$ cat config.mk
export PLATFORM = sky130hd
export DESIGN_NAME = epg_gate
export DESIGN_NICKNAME = d
export VERILOG_FILES = /design/src/epg_pkg.sv /design/src/epg_sync.sv /design/src/epg_gate.sv
export VERILOG_INCLUDE_DIRS = /design/src
export SDC_FILE = /design/constraint.sdc
export NUM_CORES = 1
export LEC_CHECK = 0
export ABC_AREA = 1
export BUFFER_PORTS_ARGS = -buffer_cell sky130_fd_sc_hd__clkbuf_2
export CAP_MARGIN = 15
export CORE_UTILIZATION = 50
export DETAILED_ROUTE_END_ITERATION = 6
export GPL_ROUTABILITY_DRIVEN = 1
export PLACE_DENSITY = 0.73
export SETUP_SLACK_MARGIN = 0.15
export SLEW_MARGIN = 20
export SYNTH_ARGS = -nofsm -noshare
export SYNTH_HDL_FRONTEND = slang
export SYNTH_HIERARCHICAL = 1
export SYNTH_SLANG_ARGS = --single-unit
$ cat constraint.sdc
create_clock -name clock_i -period 4.36 [get_ports clock_i]
set_clock_uncertainty 0.15 [all_clocks]
set_input_delay 0.436 -clock clock_i [delete_from_list [all_inputs] [get_ports clock_i]]
set_output_delay 0.436 -clock clock_i [all_outputs]
set_load 0.02 [all_outputs]
$ cat src/epg_consts.svh
`ifndef EPG_CONSTS_SVH
`define EPG_CONSTS_SVH
// opcodes (8-bit serial instructions)
`define EPG_WRITE_ENABLE_INSTRUCTION 8'h06
`define EPG_WRITE_DISABLE_INSTRUCTION 8'h04
`define EPG_READ_STATUS_INSTRUCTION 8'h05
`define EPG_OP_WRSR_CODE 8'h01
`define EPG_OP_READ_CODE 8'h03
`define EPG_OP_WRITE_CODE 8'h02
// bit counts for a complete instruction
`define EPG_OPC_BITS 8
`define EPG_ADDR_BITS 16
`define EPG_BYTE_BITS 8
// status register bit positions
`define EPG_ST_BUSY_POS 0
`define EPG_ST_WRITE_ENABLE_LATCH_POS 1
// synchroniser reset: supply low, select high, clock and data low
`define EPG_SYNC_RST_VAL 4'h4
// internal write cycle time
`define EPG_TWC_NS 5000000
`define EPG_CLK_NS 10
`define EPG_TWC_CYC ((`EPG_TWC_NS + `EPG_CLK_NS - 1) / `EPG_CLK_NS)
`endif

$ cat src/epg_pkg.sv
`default_nettype none
package epg_pkg;
  typedef enum logic [3:0] {
    EPG_OFF = 4'b0001,
    EPG_STBY = 4'b0010,
    EPG_READY = 4'b0100,
    EPG_BUSY = 4'b1000
  } epg_state_t;
  typedef struct packed {
    logic cs_n;
    logic sck;
    logic si;
  } epg_spi_in_t;
  typedef struct packed {
    logic so;
    logic so_oe;
  } epg_spi_out_t;
endpackage
`default_nettype wire

$ cat src/epg_sync.sv
`timescale 1ns/1ps
`default_nettype none
// two-flop synchroniser, one per bit
module epg_sync #(
  parameter int WIDTH = 3
) (
  input wire logic clock_i, // system clock
  input wire logic rst_i, // sync reset
  input wire logic [WIDTH-1:0] d_i, // async inputs
  input wire logic [WIDTH-1:0] rst_val_i, // value held in reset
  output logic [WIDTH-1:0] q_o // synchronised
);
  typedef struct packed {
    logic [WIDTH-1:0] s1;
    logic [WIDTH-1:0] s2;
  } epg_sync_st_t;
  epg_sync_st_t st_reg;
  epg_sync_st_t st_next;
  initial begin
    if (WIDTH < 1) $error("epg_sync: WIDTH must be at least 1");
  end
  // first stage feeds only the second
  always_comb begin
    st_next.s1 = d_i;
    st_next.s2 = st_reg.s1;
  end
  // reset value comes through the clocked path, not an async load
  always_ff @(posedge clock_i) begin
    if (rst_i) begin
      st_reg.s1 <= rst_val_i;
      st_reg.s2 <= rst_val_i;
    end else begin
      st_reg <= st_next;
    end
  end
  assign q_o = st_reg.s2;
endmodule // epg_sync
`default_nettype wire

$ cat src/epg_gate.sv
`timescale 1ns/1ps
`default_nettype none
`include "epg_consts.svh"
// ---------------------------------------------------------------------
// Overview of operation
// (RULE1) Supply good after being low moves the device from reset to standby.
// (RULE2) Supply loss puts the device back into reset, clearing the write enable latch and the output enable.
// (RULE3) Leaving reset, the write enable latch is clear and the device idles.
// (RULE4) The host must send write enable before any write, else it is dropped.
// (RULE5) Instructions are accepted only after chip select is seen low.
// (RULE6) A completed write clears the write enable latch.
// (RULE7) The internal write starts on the chip select rise after a full frame.
// (RULE8) Array access during an internal write is ignored.
// (RULE9) Unknown opcodes do nothing and leave the output undriven.
// (RULE10) During a write only the status read is honoured.
// (RULE11) Write enable sets the latch, write disable clears it.
// (RULE12) Busy reads one during the internal write and zero when ready.
// (RULE13) A write cut short before a full data byte starts no write.
// ---------------------------------------------------------------------
module epg_gate
  import epg_pkg::*;
#(
  parameter int TWC_CYC = `EPG_TWC_CYC
) (
  input wire logic clock_i, // 100 MHz
  input wire logic rst_i, // sync reset, active high
  input wire logic supply_ok_i, // supply above trigger level
  input wire epg_spi_in_t spi_i, // chip select, clock, data in
  output epg_spi_out_t spi_o, // data out and its enable
  output logic write_start_o, // pulse: internal write begins
  output logic wr_status_o, // pulse qualifier: write is to status
  output logic busy_o, // internal write running
  output logic write_enable_latch_o, // write enable latch
  output epg_state_t state_o // power/command state
);
  initial begin
    if (TWC_CYC < 1) $error("epg_gate: TWC_CYC must be at least 1");
  end

  // ---------------------------------------------------------------
  // input synchronisers
  // ---------------------------------------------------------------
  logic [3:0] sync_q;
  epg_sync #(.WIDTH(4)) u_sync (
    .clock_i(clock_i),
    .rst_i(rst_i),
    .d_i({supply_ok_i, spi_i.cs_n, spi_i.sck, spi_i.si}),
    .rst_val_i(`EPG_SYNC_RST_VAL),
    .q_o(sync_q)
  );
  logic pwr_ok, cs_n, sck, si;
  assign {pwr_ok, cs_n, sck, si} = sync_q;

  // ---------------------------------------------------------------
  // state
  // ---------------------------------------------------------------
  typedef struct packed {
    epg_state_t state;
    logic cs_n_d;
    logic sck_d;
    logic write_enable_latch;
    logic [7:0] opc;
    logic [5:0] bits;
    logic done;
    logic [7:0] sh_out;
    logic so;
    logic so_oe;
    logic [31:0] cnt;
    logic start;
    logic wr_st;
  } epg_st_t;
  epg_st_t st_reg;
  epg_st_t st_next;

  logic sck_rise, sck_fall, cs_rise, cs_fall, frame;
  logic [7:0] opc_now;
  logic [7:0] status;
  logic opc_done, rd_ok, wr_full;

  assign sck_rise = sck & ~st_reg.sck_d;
  assign sck_fall = ~sck & st_reg.sck_d;
  assign cs_rise = cs_n & ~st_reg.cs_n_d;
  assign cs_fall = ~cs_n & st_reg.cs_n_d;
  assign frame = ~cs_n & (st_reg.state == EPG_READY ||
                          st_reg.state == EPG_BUSY);
  assign opc_now = {st_reg.opc[6:0], si};
  assign opc_done = st_reg.bits >= 6'(`EPG_OPC_BITS);
  assign status = {6'h00, st_reg.write_enable_latch,
                   st_reg.state == EPG_BUSY};
  // write data counted past opcode, address (write opcode only) and one byte
  assign wr_full = (st_reg.opc == `EPG_OP_WRITE_CODE) ?
    (st_reg.bits >= 6'(`EPG_OPC_BITS + `EPG_ADDR_BITS + `EPG_BYTE_BITS)) :
    (st_reg.bits >= 6'(`EPG_OPC_BITS + `EPG_BYTE_BITS));
  // status reads are the only instruction served while busy; the opcode
  // completing on this very rise counts too, so the enable is not dropped
  assign rd_ok = st_reg.opc == `EPG_READ_STATUS_INSTRUCTION || // RULE10
    (st_reg.bits == 6'(`EPG_OPC_BITS - 1) &&
     opc_now == `EPG_READ_STATUS_INSTRUCTION);

  // next-state logic
  always_comb begin
    st_next = st_reg;
    st_next.cs_n_d = cs_n;
    st_next.sck_d = sck;
    st_next.start = 1'b0;
    st_next.wr_st = 1'b0;
    case (st_reg.state)
      EPG_OFF: begin
        st_next.write_enable_latch = 1'b0; // RULE3
        st_next.so_oe = 1'b0;
        if (pwr_ok) st_next.state = EPG_STBY; // RULE1
      end
      EPG_STBY: begin
        // a select already low at power-up must first go high and low
        if (cs_fall) begin
          st_next.state = EPG_READY; // RULE5
          st_next.bits = 6'h00;
          st_next.done = 1'b0;
        end
      end
      EPG_READY, EPG_BUSY: begin
        if (cs_fall) begin
          st_next.bits = 6'h00; // RULE5
          st_next.done = 1'b0;
          st_next.so_oe = 1'b0;
        end
        if (frame && sck_rise && !st_reg.done) begin
          st_next.opc = opc_done ? st_reg.opc : opc_now;
          if (st_reg.bits != 6'h3f) st_next.bits = st_reg.bits + 6'h01;
        end
        // opcode complete: start the status shift-out
        if (frame && sck_rise && st_reg.bits == 6'(`EPG_OPC_BITS - 1) &&
            opc_now == `EPG_READ_STATUS_INSTRUCTION) begin
          st_next.sh_out = status;
          st_next.so_oe = 1'b1;
        end
        if (frame && sck_fall && st_reg.so_oe) begin
          st_next.so = st_reg.sh_out[7];
          st_next.sh_out = {st_reg.sh_out[6:0], st_reg.sh_out[7]};
        end
        if (cs_rise) begin
          st_next.so_oe = 1'b0;
          st_next.done = 1'b1;
          // unknown opcodes and busy-time array access fall through
          if (st_reg.state == EPG_READY && opc_done) begin // RULE8 RULE9
            case (st_reg.opc)
              `EPG_WRITE_ENABLE_INSTRUCTION: begin
                st_next.write_enable_latch = 1'b1; // RULE11
              end
              `EPG_WRITE_DISABLE_INSTRUCTION: begin
                st_next.write_enable_latch = 1'b0; // RULE11
              end
              `EPG_OP_WRITE_CODE, `EPG_OP_WRSR_CODE: begin
                // latch gates writes; short frames are dropped
                if (st_reg.write_enable_latch && wr_full) begin // RULE4 RULE13
                  st_next.state = EPG_BUSY; // RULE7
                  st_next.cnt = 32'(TWC_CYC);
                  st_next.start = 1'b1;
                  st_next.wr_st = st_reg.opc == `EPG_OP_WRSR_CODE;
                end
              end
              default: begin
                st_next.write_enable_latch = st_reg.write_enable_latch;
              end
            endcase
          end
        end
        if (st_reg.state == EPG_BUSY) begin
          if (st_reg.cnt <= 32'h1) begin
            st_next.state = EPG_READY; // RULE12
            st_next.write_enable_latch = 1'b0; // RULE6
          end else begin
            st_next.cnt = st_reg.cnt - 32'h1;
          end
        end
        if (!rd_ok && st_reg.state == EPG_BUSY) st_next.so_oe = 1'b0;
      end
      default: st_next.state = EPG_OFF;
    endcase
    if (!pwr_ok) begin
      st_next.state = EPG_OFF; // RULE2
      st_next.write_enable_latch = 1'b0;
      st_next.so_oe = 1'b0;
    end
  end

  // state register
  always_ff @(posedge clock_i) begin
    if (rst_i) begin
      st_reg <= '0;
      st_reg.state <= EPG_OFF;
      st_reg.cs_n_d <= 1'b1;
    end else begin
      st_reg <= st_next;
    end
  end

  assign spi_o.so = st_reg.so;
  assign spi_o.so_oe = st_reg.so_oe; // RULE9
  assign write_start_o = st_reg.start;
  assign wr_status_o = st_reg.wr_st;
  assign busy_o = st_reg.state == EPG_BUSY; // RULE12
  assign write_enable_latch_o = st_reg.write_enable_latch;
  assign state_o = st_reg.state;
endmodule // epg_gate
`default_nettype wire

After elaboration in Yosys (flattened, before gate mapping)
Cells that the tools add are included.
{ "op_classes": {"div_mod_pow": 0, "n_addsub": 2, "n_mul": 0, "bitwise_logic": 16, "shift": 0, "order_cmp": 4, "reduce_logical": 26, "eq_ne": 14, "n_mux": 32} }
{ "op_table": {"columns": ["op", "count"], "rows": [
  ["34-bit two-way mux", 3],
  ["32-bit two-way mux", 2],
  ["35-bit two-way mux", 1],
  ["8-bit by 3-bit equality test with 1-bit output (second input constant)", 4],
  ["32-bit by 1-bit less-or-equal comparator with 1-bit output (second input constant)", 1],
  ["32-bit by 1-bit subtractor with 32-bit output (second input constant)", 1],
  ["4-bit two-way mux", 7],
  ["7-bit case mux with 2 select lines", 1],
  ["6-bit two-way mux", 2],
  ["4-bit case mux with 3 select lines", 1],
  ["1-bit inverter", 11],
  ["1-bit logical AND", 10],
  ["1-bit two-way mux", 9],
  ["9-bit two-way mux", 1],
  ["8-bit by 1-bit equality test with 1-bit output (second input constant)", 1],
  ["8-bit by 2-bit equality test with 1-bit output (second input constant)", 1],
  ["8-bit two-way mux", 1],
  ["7-bit two-way mux", 1],
  ["6-bit by 1-bit adder with 6-bit output (second input constant)", 1],
  ["6-bit by 3-bit equality test with 1-bit output (second input constant)", 1],
  ["6-bit by 4-bit greater-or-equal comparator with 1-bit output (second input constant)", 1],
  ["6-bit by 5-bit greater-or-equal comparator with 1-bit output (second input constant)", 1],
  ["6-bit greater-or-equal comparator (second input constant)", 1],
  ["6-bit != test (second input constant)", 1],
  ["other kinds (16)", 30]
]} }
{ "word_totals": {"input_bits": 6, "wordCells": 109, "romBits": 0, "ram_bits": 0, "n_memories": 0, "reg_bits": 74, "latchBits": 0} }

Longest topological paths before layout
Gate-level depths: netlist of run 1.
{ "depth": {"word_depth": 10, "mapped_depth": 12, "ltp_nobuf": 12} }

Cells and area by module
Netlist of run 1, hierarchy kept.
{ "modules_own_cells": {"columns": ["module", "cells_per_inst", "area_each_um2", "instances"], "rows": [
  ["epg_gate", 619, 3981.3, 1],
  ["epg_sync", 29, 239.0, 1]
]} }

Worst setup path before layout of run 1
OpenSTA, ideal clock, no wires.
{ "synth_path": {"kind": "register to register", "from": "register st_reg[2] (netlist bit)", "to": "register st_reg[15] (netlist bit)", "n_path_buf": 1, "setup_slack_ns": 2.524, "path_stages_with_launch": 12, "period_less_slack_ns": 1.836, "t_required_ns": 4.097, "arrival_time_ns": 1.573, "path_cell_list": "dfxtp_1 > inv_1 > ha_1 > nand2_1 > nor2_4 > nand2_4 > nand2_8 > a21oi_4 > buf_2 > nand2_1 > nor2_1 > nor2_1"} }
{ "synth_between": {"elab_chain_cells": 3, "elab_cells_between_ends": 4} }
{ "synth_rtl": {"columns": ["item", "line_no", "text"], "rows": [
  ["from (decl)", "epg_gate.sv:72", "epg_st_t st_reg;"],
  ["from (signal assigned)", "epg_gate.sv:194", "st_reg <= st_next;"],
  ["32-bit by 1-bit subtractor with 32-bit output / 32-bit by 1-bit less-or-equal comparator with 1-bit output (equally long branches)", "epg_gate.sv:173, epg_gate.sv:169", null],
  ["32-bit two-way mux *", "epg_gate.sv:169", "if (st_reg.cnt <= 32'h1) begin"],
  ["32-bit two-way mux *", "epg_gate.sv:168", "if (st_reg.state == EPG_BUSY) begin"]
]} }
Mark *: on every way between the ends. The rest lies on a longest branch, timed or not.
A chain may end at the register's enable or synchronous reset.

Worst setup path in the final report of run 1
{ "layout_path": {"from": "register st_reg (netlist bit state_o[1])", "to": "register st_reg[25] (netlist bit)"} }
{ "layout_between": {"elab_chain_cells": 6, "elab_cells_between_ends": 8} }
{ "layout_rtl": {"columns": ["item", "line_no", "text"], "rows": [
  ["4-bit by 3-bit equality test with 1-bit output", "epg_gate.sv:107, epg_gate.sv:145", null],
  ["1-bit logical AND", "epg_gate.sv:145", "if (st_reg.state == EPG_READY && opc_done) begin"],
  ["34-bit two-way mux", "epg_gate.sv:145", null],
  ["35-bit two-way mux", "epg_gate.sv:141", "if (cs_rise) begin"],
  ["32-bit two-way mux", "epg_gate.sv:169", null],
  ["32-bit two-way mux", "epg_gate.sv:168", null]
]} }
Parallel ways exist; a longest one is shown, timed or not.

==> results of run 1 <==
-- worst reg2reg max path, stage by stage, from the launching register on --
cell and delay, ns:
sky130_fd_sc_hd__dfxtp_1 0.36, sky130_fd_sc_hd__nor2_2 0.14, sky130_fd_sc_hd__nand3_1 0.16, sky130_fd_sc_hd__nor2_1 0.21, sky130_fd_sc_hd__nand4_1 0.85, sky130_fd_sc_hd__nand2_1 0.52, sky130_fd_sc_hd__inv_1 0.18, sky130_fd_sc_hd__o21ai_0 0.11
sky130_fd_sc_hd__nor2_1 0.05
-- power by group through the flow --
| stage | clock network [uW] | logic, uW | registers (uW) |
|---|---|---|---|
| finish | 576 | 46.4 | 691 |
| global placement | 0 | 45.1 | 706 |
| detailed placement | 0 | 45.9 | 707 |
| floorplan | 0 | 35.5 | 705 |
| global route | 608 | 53.0 | 692 |
| CTS | 582 | 46.1 | 691 |
-- through the flow --
step / std cells / total power [uW] / utilization (%)
after floorplan: 650 / 740 / -
after global placement: 749 / 751 / 52.4
after detailed placement: 749 / 753 / 52.4
after CTS: 765 / 1320 / 54.9
after global routing: 765 / 1350 / 54.9
final: 765 / 1310 / 54.9
-- Yosys cell counts --
| cell type | n | share of area, % |
|---|---|---|
| sky130_fd_sc_hd__nor2_4 | 4 | 1.1 |
| sky130_fd_sc_hd__buf_8 | 2 | 0.71 |
| sky130_fd_sc_hd__o211ai_1 | 2 | 0.36 |
| sky130_fd_sc_hd__inv_1 | 63 | 5.6 |
| sky130_fd_sc_hd__o21bai_1 | 5 | 0.89 |
| sky130_fd_sc_hd__a21boi_0 | 1 | 0.18 |
| sky130_fd_sc_hd__inv_2 | 7 | 0.62 |
| sky130_fd_sc_hd__clkbuf_1 | 5 | 0.44 |
| sky130_fd_sc_hd__nand4_4 | 1 | 0.50 |
| sky130_fd_sc_hd__nor3_2 | 1 | 0.24 |
| sky130_fd_sc_hd__o21ai_0 | 18 | 2.1 |
| sky130_fd_sc_hd__buf_6 | 2 | 0.53 |
| sky130_fd_sc_hd__nand3b_1 | 1 | 0.18 |
| sky130_fd_sc_hd__conb_1 | 2 | 0.18 |
| sky130_fd_sc_hd__nor3_1 | 9 | 1.1 |
| sky130_fd_sc_hd__nand3_2 | 5 | 1.2 |
| sky130_fd_sc_hd__nand2_2 | 4 | 0.59 |
| sky130_fd_sc_hd__nor2_2 | 10 | 1.5 |
| sky130_fd_sc_hd__a21oi_1 | 45 | 5.3 |
| sky130_fd_sc_hd__nand2_8 | 3 | 1.4 |
| sky130_fd_sc_hd__nand4_1 | 8 | 1.2 |
| sky130_fd_sc_hd__buf_2 | 3 | 0.36 |
| sky130_fd_sc_hd__nand2_1 | 172 | 15 |
| sky130_fd_sc_hd__xor2_1 | 4 | 0.83 |
| sky130_fd_sc_hd__buf_4 | 9 | 1.6 |
| sky130_fd_sc_hd__nand3_1 | 56 | 6.6 |
| sky130_fd_sc_hd__nand2_4 | 1 | 0.27 |
| sky130_fd_sc_hd__ha_1 | 6 | 1.8 |
| sky130_fd_sc_hd__nor2_1 | 107 | 9.5 |
| sky130_fd_sc_hd__dfxtp_1 | 74 | 35 |
| sky130_fd_sc_hd__a21oi_4 | 1 | 0.39 |
| sky130_fd_sc_hd__xnor2_1 | 3 | 0.62 |
| sky130_fd_sc_hd__o21ai_1 | 13 | 1.5 |
| sky130_fd_sc_hd__a31oi_1 | 1 | 0.15 |
-- logic make-up (layout without fill, tap and decap cells) --
kind of cell | count (synthesis) | after routing | share of synthesized area, %
AND/OR/NAND/NOR | 382 | 382 | 40.6
AO/OA/AOI/OAI | 86 | 86 | 11.0
XOR/XNOR | 7 | 7 | 1.45
buffers and inverters | 91 | 101 | 9.87
flip-flops | 74 | 74 | 35.1
other | 2 | 4 | 0.178
adder cells (fa/ha/maj) | 6 | 6 | 1.78
-- final timing paths --
kind / slack, ns / end / depth (start not counted)
setup / recovery: 1.53 / st_reg[25] / 8
hold / removal: 0.10 / u_sync/st_next[3] / 3
setup reg to reg: 1.53 / st_reg[25] / 8
hold reg to reg: 0.28 / u_sync/q_o[0] / 2
-- cell type report --
type / instances / share of cell area (%)
tap: 105 / 2.93
timing repair buffer: 15 / 1.67
clock inverter: 7 / 1.87
clock buffer: 9 / 2.76
sequential: 74 / 33.0
multi-input combinational: 485 / 51.9
inverter: 70 / 5.85
-- layer usage --
metal	vias to the layer above	wire, um
met1	1838	4590
met2	143	4660
li1	2079	-
met5	-	0
met4	0	174
met3	17	651
-- cells in the final DEF (no fill, tap or decap), drive strengths merged, types with 3 or more instances in the layout --
cell type	netlist	routed
a21oi	46	46
o21ai	31	31
o21bai	5	5
nand2	180	180
nor2	121	121
conb	2	4
nand3	61	61
nor3	10	10
nand4	9	9
inv	70	74
xor2	4	4
xnor2	3	3
clkbuf	5	24
dfxtp	74	74
ha	6	6
==> flow_summary.yaml, run 1 <==
yosys:
  seq_area_frac_synth_pct: 35.1
  mappedNetlistArea_sq_mm: 0.00422
  ys_ff_latch: 74
  yosysWarnings: 6
  ys_types: 34
  netlist_instances: 648
  synth.avg_cell_area_sq_um: 6.51
placed_design:
  pre_cts_slack_ns: 1.53
  detailed_place.area_sq_mm: 0.00428
  place.port_buffers: 15
  place_congestion: 0.889
  post-dp-hpwl_mm: 7.20
run:
  max_cap_violations: 0
detailed_routing:
  routed-via-count: 4077
  detail_route.vias_per_cell: 5.33
  ant_nets: 0
  routed_wire_length_per_instance_um: 13.2
  first_pass_iters: 5
  post_detailed_routing_wire_length_mm: 10.1
  drcViolationCount: 0
  drt-initial-drc-count: 250
clocking:
  clkLatencyLatePin_ns: 0.36
  clk_path_buf_depth: 2
  clk_slew_on_worst_s_h_paths_ns: 0.09
  tritoncts.num_buffers: 9
  clock_tree_from_tritoncts: "built"
  ctsHoldBuffers: 0
  tritoncts_num_sinks: 74
  cts-htree-levels: 3
  clk_root_buffer_cell: "sky130_fd_sc_hd__clkbuf_8"
  cts_post_setup_buffers_inserted: 0
  cts-resized-gates: 0
sta:
  slew_at_the_pin_closest_to_its_max_slew_limit_ns: 1.05
  tns_ns: 0
  hold_ws_ns: 0.104
  layout_setup_ws_ns: 1.53
  timing.final.max_slew_violations: 0
  peak_clock_frequency_supported_by_timing_mhz: 353
  finalHoldViolations: 0
  worst_slew_margin_rel_pct: 29.6
  post-route-min-period_ns: 2.83
  unrepaired_setup_endpoints_after_global_routing: "false"
  setup_viol: 0
  timing.final.crit_share_pct: 65.0
floorplanning:
  die_outline_area_sq_mm: 0.00881
  dieHeight_um: 93.9
  core_region_area_sq_mm: 0.00818
  initial_core_util_pct: 51.6
  die_width_um: 93.9
  placement_row_count: 33
  io-pin-count: 16
worst_setup_path:
  crit_type: "reg2reg"
  startpoint: "state_o[1]"
  cp_slowest_cell: "sky130_fd_sc_hd__nand4_1"
  cp_data_arrival_time_ns: 2.94
  timing.critical_path.required_ns: 4.47
  critPathMaxStageDelay_ns: 0.85
  critical_path_buf_inv_count: 1
  rr_startpoint: "state_o[1]"
  crit_chain: "nor2_2 > nand3_1 > nor2_1 > nand4_1 > nand2_1 > inv_1 > o21ai_0 > nor2_1"
  worstSetupStartpointType: "flip-flop"
  crit_family: "simple AND/OR/NAND/NOR gates"
  critical_path.endpoint_type: "flip-flop"
  path_max_fanout: 20
  cpMostUsedCell: "sky130_fd_sc_hd__nor2_1"
layout:
  area_delta_synth_final_pct: 6.34
  largest_register_ffs: 50
  drive_above_1_share_pct: 10.3
  filler_cell_count: 837
  antenna_cells: 0
  final_net_count: 667
  design_area_sq_mm: 0.00449
  sequential_cell_area_sq_mm: 0.00148
  total_area_of_multi_input_combinational_cells_sq_mm: 0.00233
grt:
  grt_antenna_before_repair: 0
  grt.met3_usage_pct: 3.56
  gr-total-overflow: 0
  global_route.peak_usage_layer: "met2"
  via_count_of_the_first_global_routing_pass: 3625
  grt_first_pass_wirelength_mm: 16.8
  met2_usage_pct: 40.1
  grt_max_degree: 35
  grt_usage_pct: 24.4
  global_route.usage.met1_pct: 32.0
power_and_ir_drop:
  leakage_uw: 0.00209
  power.share.combinational_pct: 3.5
  power_switching_share_pct: 25.9
  total_switching_power_uw: 340
  intPower_uw: 973
  irDropWorstVdd_mv: 0.228
  power_density_mw_per_mm2: 293
  clock_power_share_pct: 43.9
  p_seq_share_pct: 52.6
worst_hold_path:
  hp-class: "in2reg"
  min-delay-start: "supply_ok_i"
run_status:
  outcome: "finished clean"
Power figures use the tool's default switching activity.
==> run 2, diff against run 1 <==
Settings changed: PLACE_DENSITY 0.73 to 0.75.
Clock period 4.36 ns to 2.35 ns, I/O delays scaled along.
==> run 2 against run 1 <==
  * Non-clock buffer count increased by 10
  * Via count increased by 2.2%
  * Wire length is 2.1% higher
  * Sequential power is 85% higher
  * Largest cell class unchanged
==> flow_summary.yaml, run 2 (synthesized netlist as in run 1, its figures left out) <==
clocking:
  cts-htree-levels: 3
  clkLatencyLatePin_ns: 0.36
  clk_root_buffer_cell: "sky130_fd_sc_hd__clkbuf_8"
  clk_path_buf_depth: 2
  clk_slew_on_worst_s_h_paths_ns: 0.08
  tritoncts_num_sinks: 74
  clock_tree_from_tritoncts: "built"
  tritoncts.num_buffers: 9
sta:
  timing.final.crit_share_pct: 90.0
  worst_slew_margin_rel_pct: 66.6
  slew_at_the_pin_closest_to_its_max_slew_limit_ns: 0.501
  tns_ns: 0
  unrepaired_setup_endpoints_after_global_routing: "true"
  timing.final.max_slew_violations: 0
  setup_viol: 0
  layout_setup_ws_ns: 0.235
  peak_clock_frequency_supported_by_timing_mhz: 473
  finalHoldViolations: 0
  post-route-min-period_ns: 2.12
layout:
  antenna_cells: 0
  layoutNonFillerInstCount: 776
  mostFrequentLayoutCells: "sky130_fd_sc_hd__nand2_1 (172), sky130_fd_sc_hd__nor2_1 (107), sky130_fd_sc_hd__dfxtp_1 (74), sky130_fd_sc_hd__inv_1 (63), sky130_fd_sc_hd__nand3_1 (56)"
  drive_above_1_share_pct: 11.2
  area_delta_synth_final_pct: 8.81
  design_area_sq_mm: 0.00459
  mostFrequentLayoutCell: "sky130_fd_sc_hd__nand2_1"
  final_net_count: 678
  largest_register_ffs: 50
floorplanning:
  io-pin-count: 16
  die_outline_area_sq_mm: 0.00881
  core_region_area_sq_mm: 0.00818
  dieHeight_um: 93.9
  die_width_um: 93.9
  placement_row_count: 33
  initial_core_util_pct: 51.6
grt:
  grt_antenna_before_repair: 0
  via_count_of_the_first_global_routing_pass: 3879
  gr-total-overflow: 0
  grt_first_pass_wirelength_mm: 17.1
  grt_usage_pct: 24.9
  grt_max_degree: 34
placed_design:
  place.port_buffers: 15
  pre_cts_slack_ns: 0.262
  detailed_place.area_sq_mm: 0.00432
  post-dp-hpwl_mm: 7.41
  place_congestion: 0.935
  dp.cells: 754
worst_setup_path:
  reg2reg_slack_ns: 0.31
  cp_data_arrival_time_ns: 1.73
  critical_path.endpoint_type: "primary output"
  path_max_fanout: 19
  crit_type: "reg2out"
  timing.critical_path.required_ns: 1.97
  worstSetupStartpointType: "flip-flop"
power_and_ir_drop:
  intPower_uw: 1800
  power_density_mw_per_mm2: 520
  power_switching_share_pct: 24.7
  irDropWorstVdd_mv: 0.411
  leakage_uw: 0.00215
  power.share.combinational_pct: 4.0
  total_switching_power_uw: 589
  p_seq_share_pct: 53.7
  clock_power_share_pct: 42.3
  power_uw: 2390
detailed_routing:
  detail_route.vias_per_cell: 5.37
  first_pass_iters: 5
  ant_nets: 0
  drcViolationCount: 0
  drt-initial-drc-count: 302
  post_detailed_routing_wire_length_mm: 10.3
  routed-via-count: 4168
  routed_wire_length_per_instance_um: 13.3
run:
  max_cap_violations: 0
worst_hold_path:
  hp-class: "in2reg"
run_status:
  outcome: "finished clean"
run 2: cell types whose count changed in the layout (fill, tap and decap cells not counted), sizes merged:
cell | previous run | this run
clkinvlp | 1 | 3
clkinv | 1 | 2
inv | 74 | 71
dlygate4sd3 | 0 | 4
buf | 0 | 6
nand2 | 180 | 181
run 2: critical path, cell delays in order, from the launching register on:
cell and delay [ns]:
sky130_fd_sc_hd__dfxtp_1 0.35, sky130_fd_sc_hd__nor2_2 0.14, sky130_fd_sc_hd__nand3_2 0.18, sky130_fd_sc_hd__inv_2 0.44, sky130_fd_sc_hd__clkbuf_2 0.26
run 2: per-stage QoR:
| step | hold slack [ns] | util [%] |
|---|---|---|
| floorplan | 0.188 | - |
| CTS | 0.0578 | 55.8 |
| detailed placement | 0.254 | 52.8 |
| global route | 0.107 | 56.2 |
| global placement | 0.252 | 52.8 |
| finish | 0.0674 | 56.2 |
run 2: worst paths after layout:
path,from,to,depth (start not counted)
max reg2reg,st_reg[2],st_reg[29],12
min reg2reg,u_sync/st_next[3],u_sync/q_o[3],2
min,rst_i,st_reg[20],4
max,state_o[1],busy_o,4
run 2: what timing repair did:
| action | 4_1_cts | 5_1_grt |
|---|---|---|
| gates resized for setup | 0 | 0 |
| hold endpoints to repair | 4 | 0 |
| hold buffers | 4 | 0 |
| buffers inserted | 0 | 1 |
| endpoints found under the setup margin | 0 | 11 |
run 2: routing by layer:
metal | GRT usage [%] | up-vias | part of all wire, %
met5 | 0 | - | 0
met4 | 12.8 | 0 | 2.9
met3 | 4.29 | 26 | 4.8
met2 | 40.1 | 119 | 45
met1 | 31.7 | 1928 | 47
li1 | - | 2095 | -
run 2: power groups by stage:
stage | Combinational, uW | Clock, uW | Sequential [uW]
after floorplan | 65.9 | 0 | 1310
after global placement | 86.8 | 0 | 1310
after detailed placement | 89.5 | 0 | 1310
after CTS | 95.1 | 1020 | 1280
after global routing | 108 | 1080 | 1280
final | 95.8 | 1010 | 1280
run 2: area by class of cell:
cell class	count	area (sq um)
Multi-Input combinational cell	486	2340
Fill cell	803	3580
Tap cell	105	131
Inverter	70	263
Sequential cell	74	1480
Clock buffer	9	124
Timing Repair Buffer	25	173
Clock inverter	7	78.8
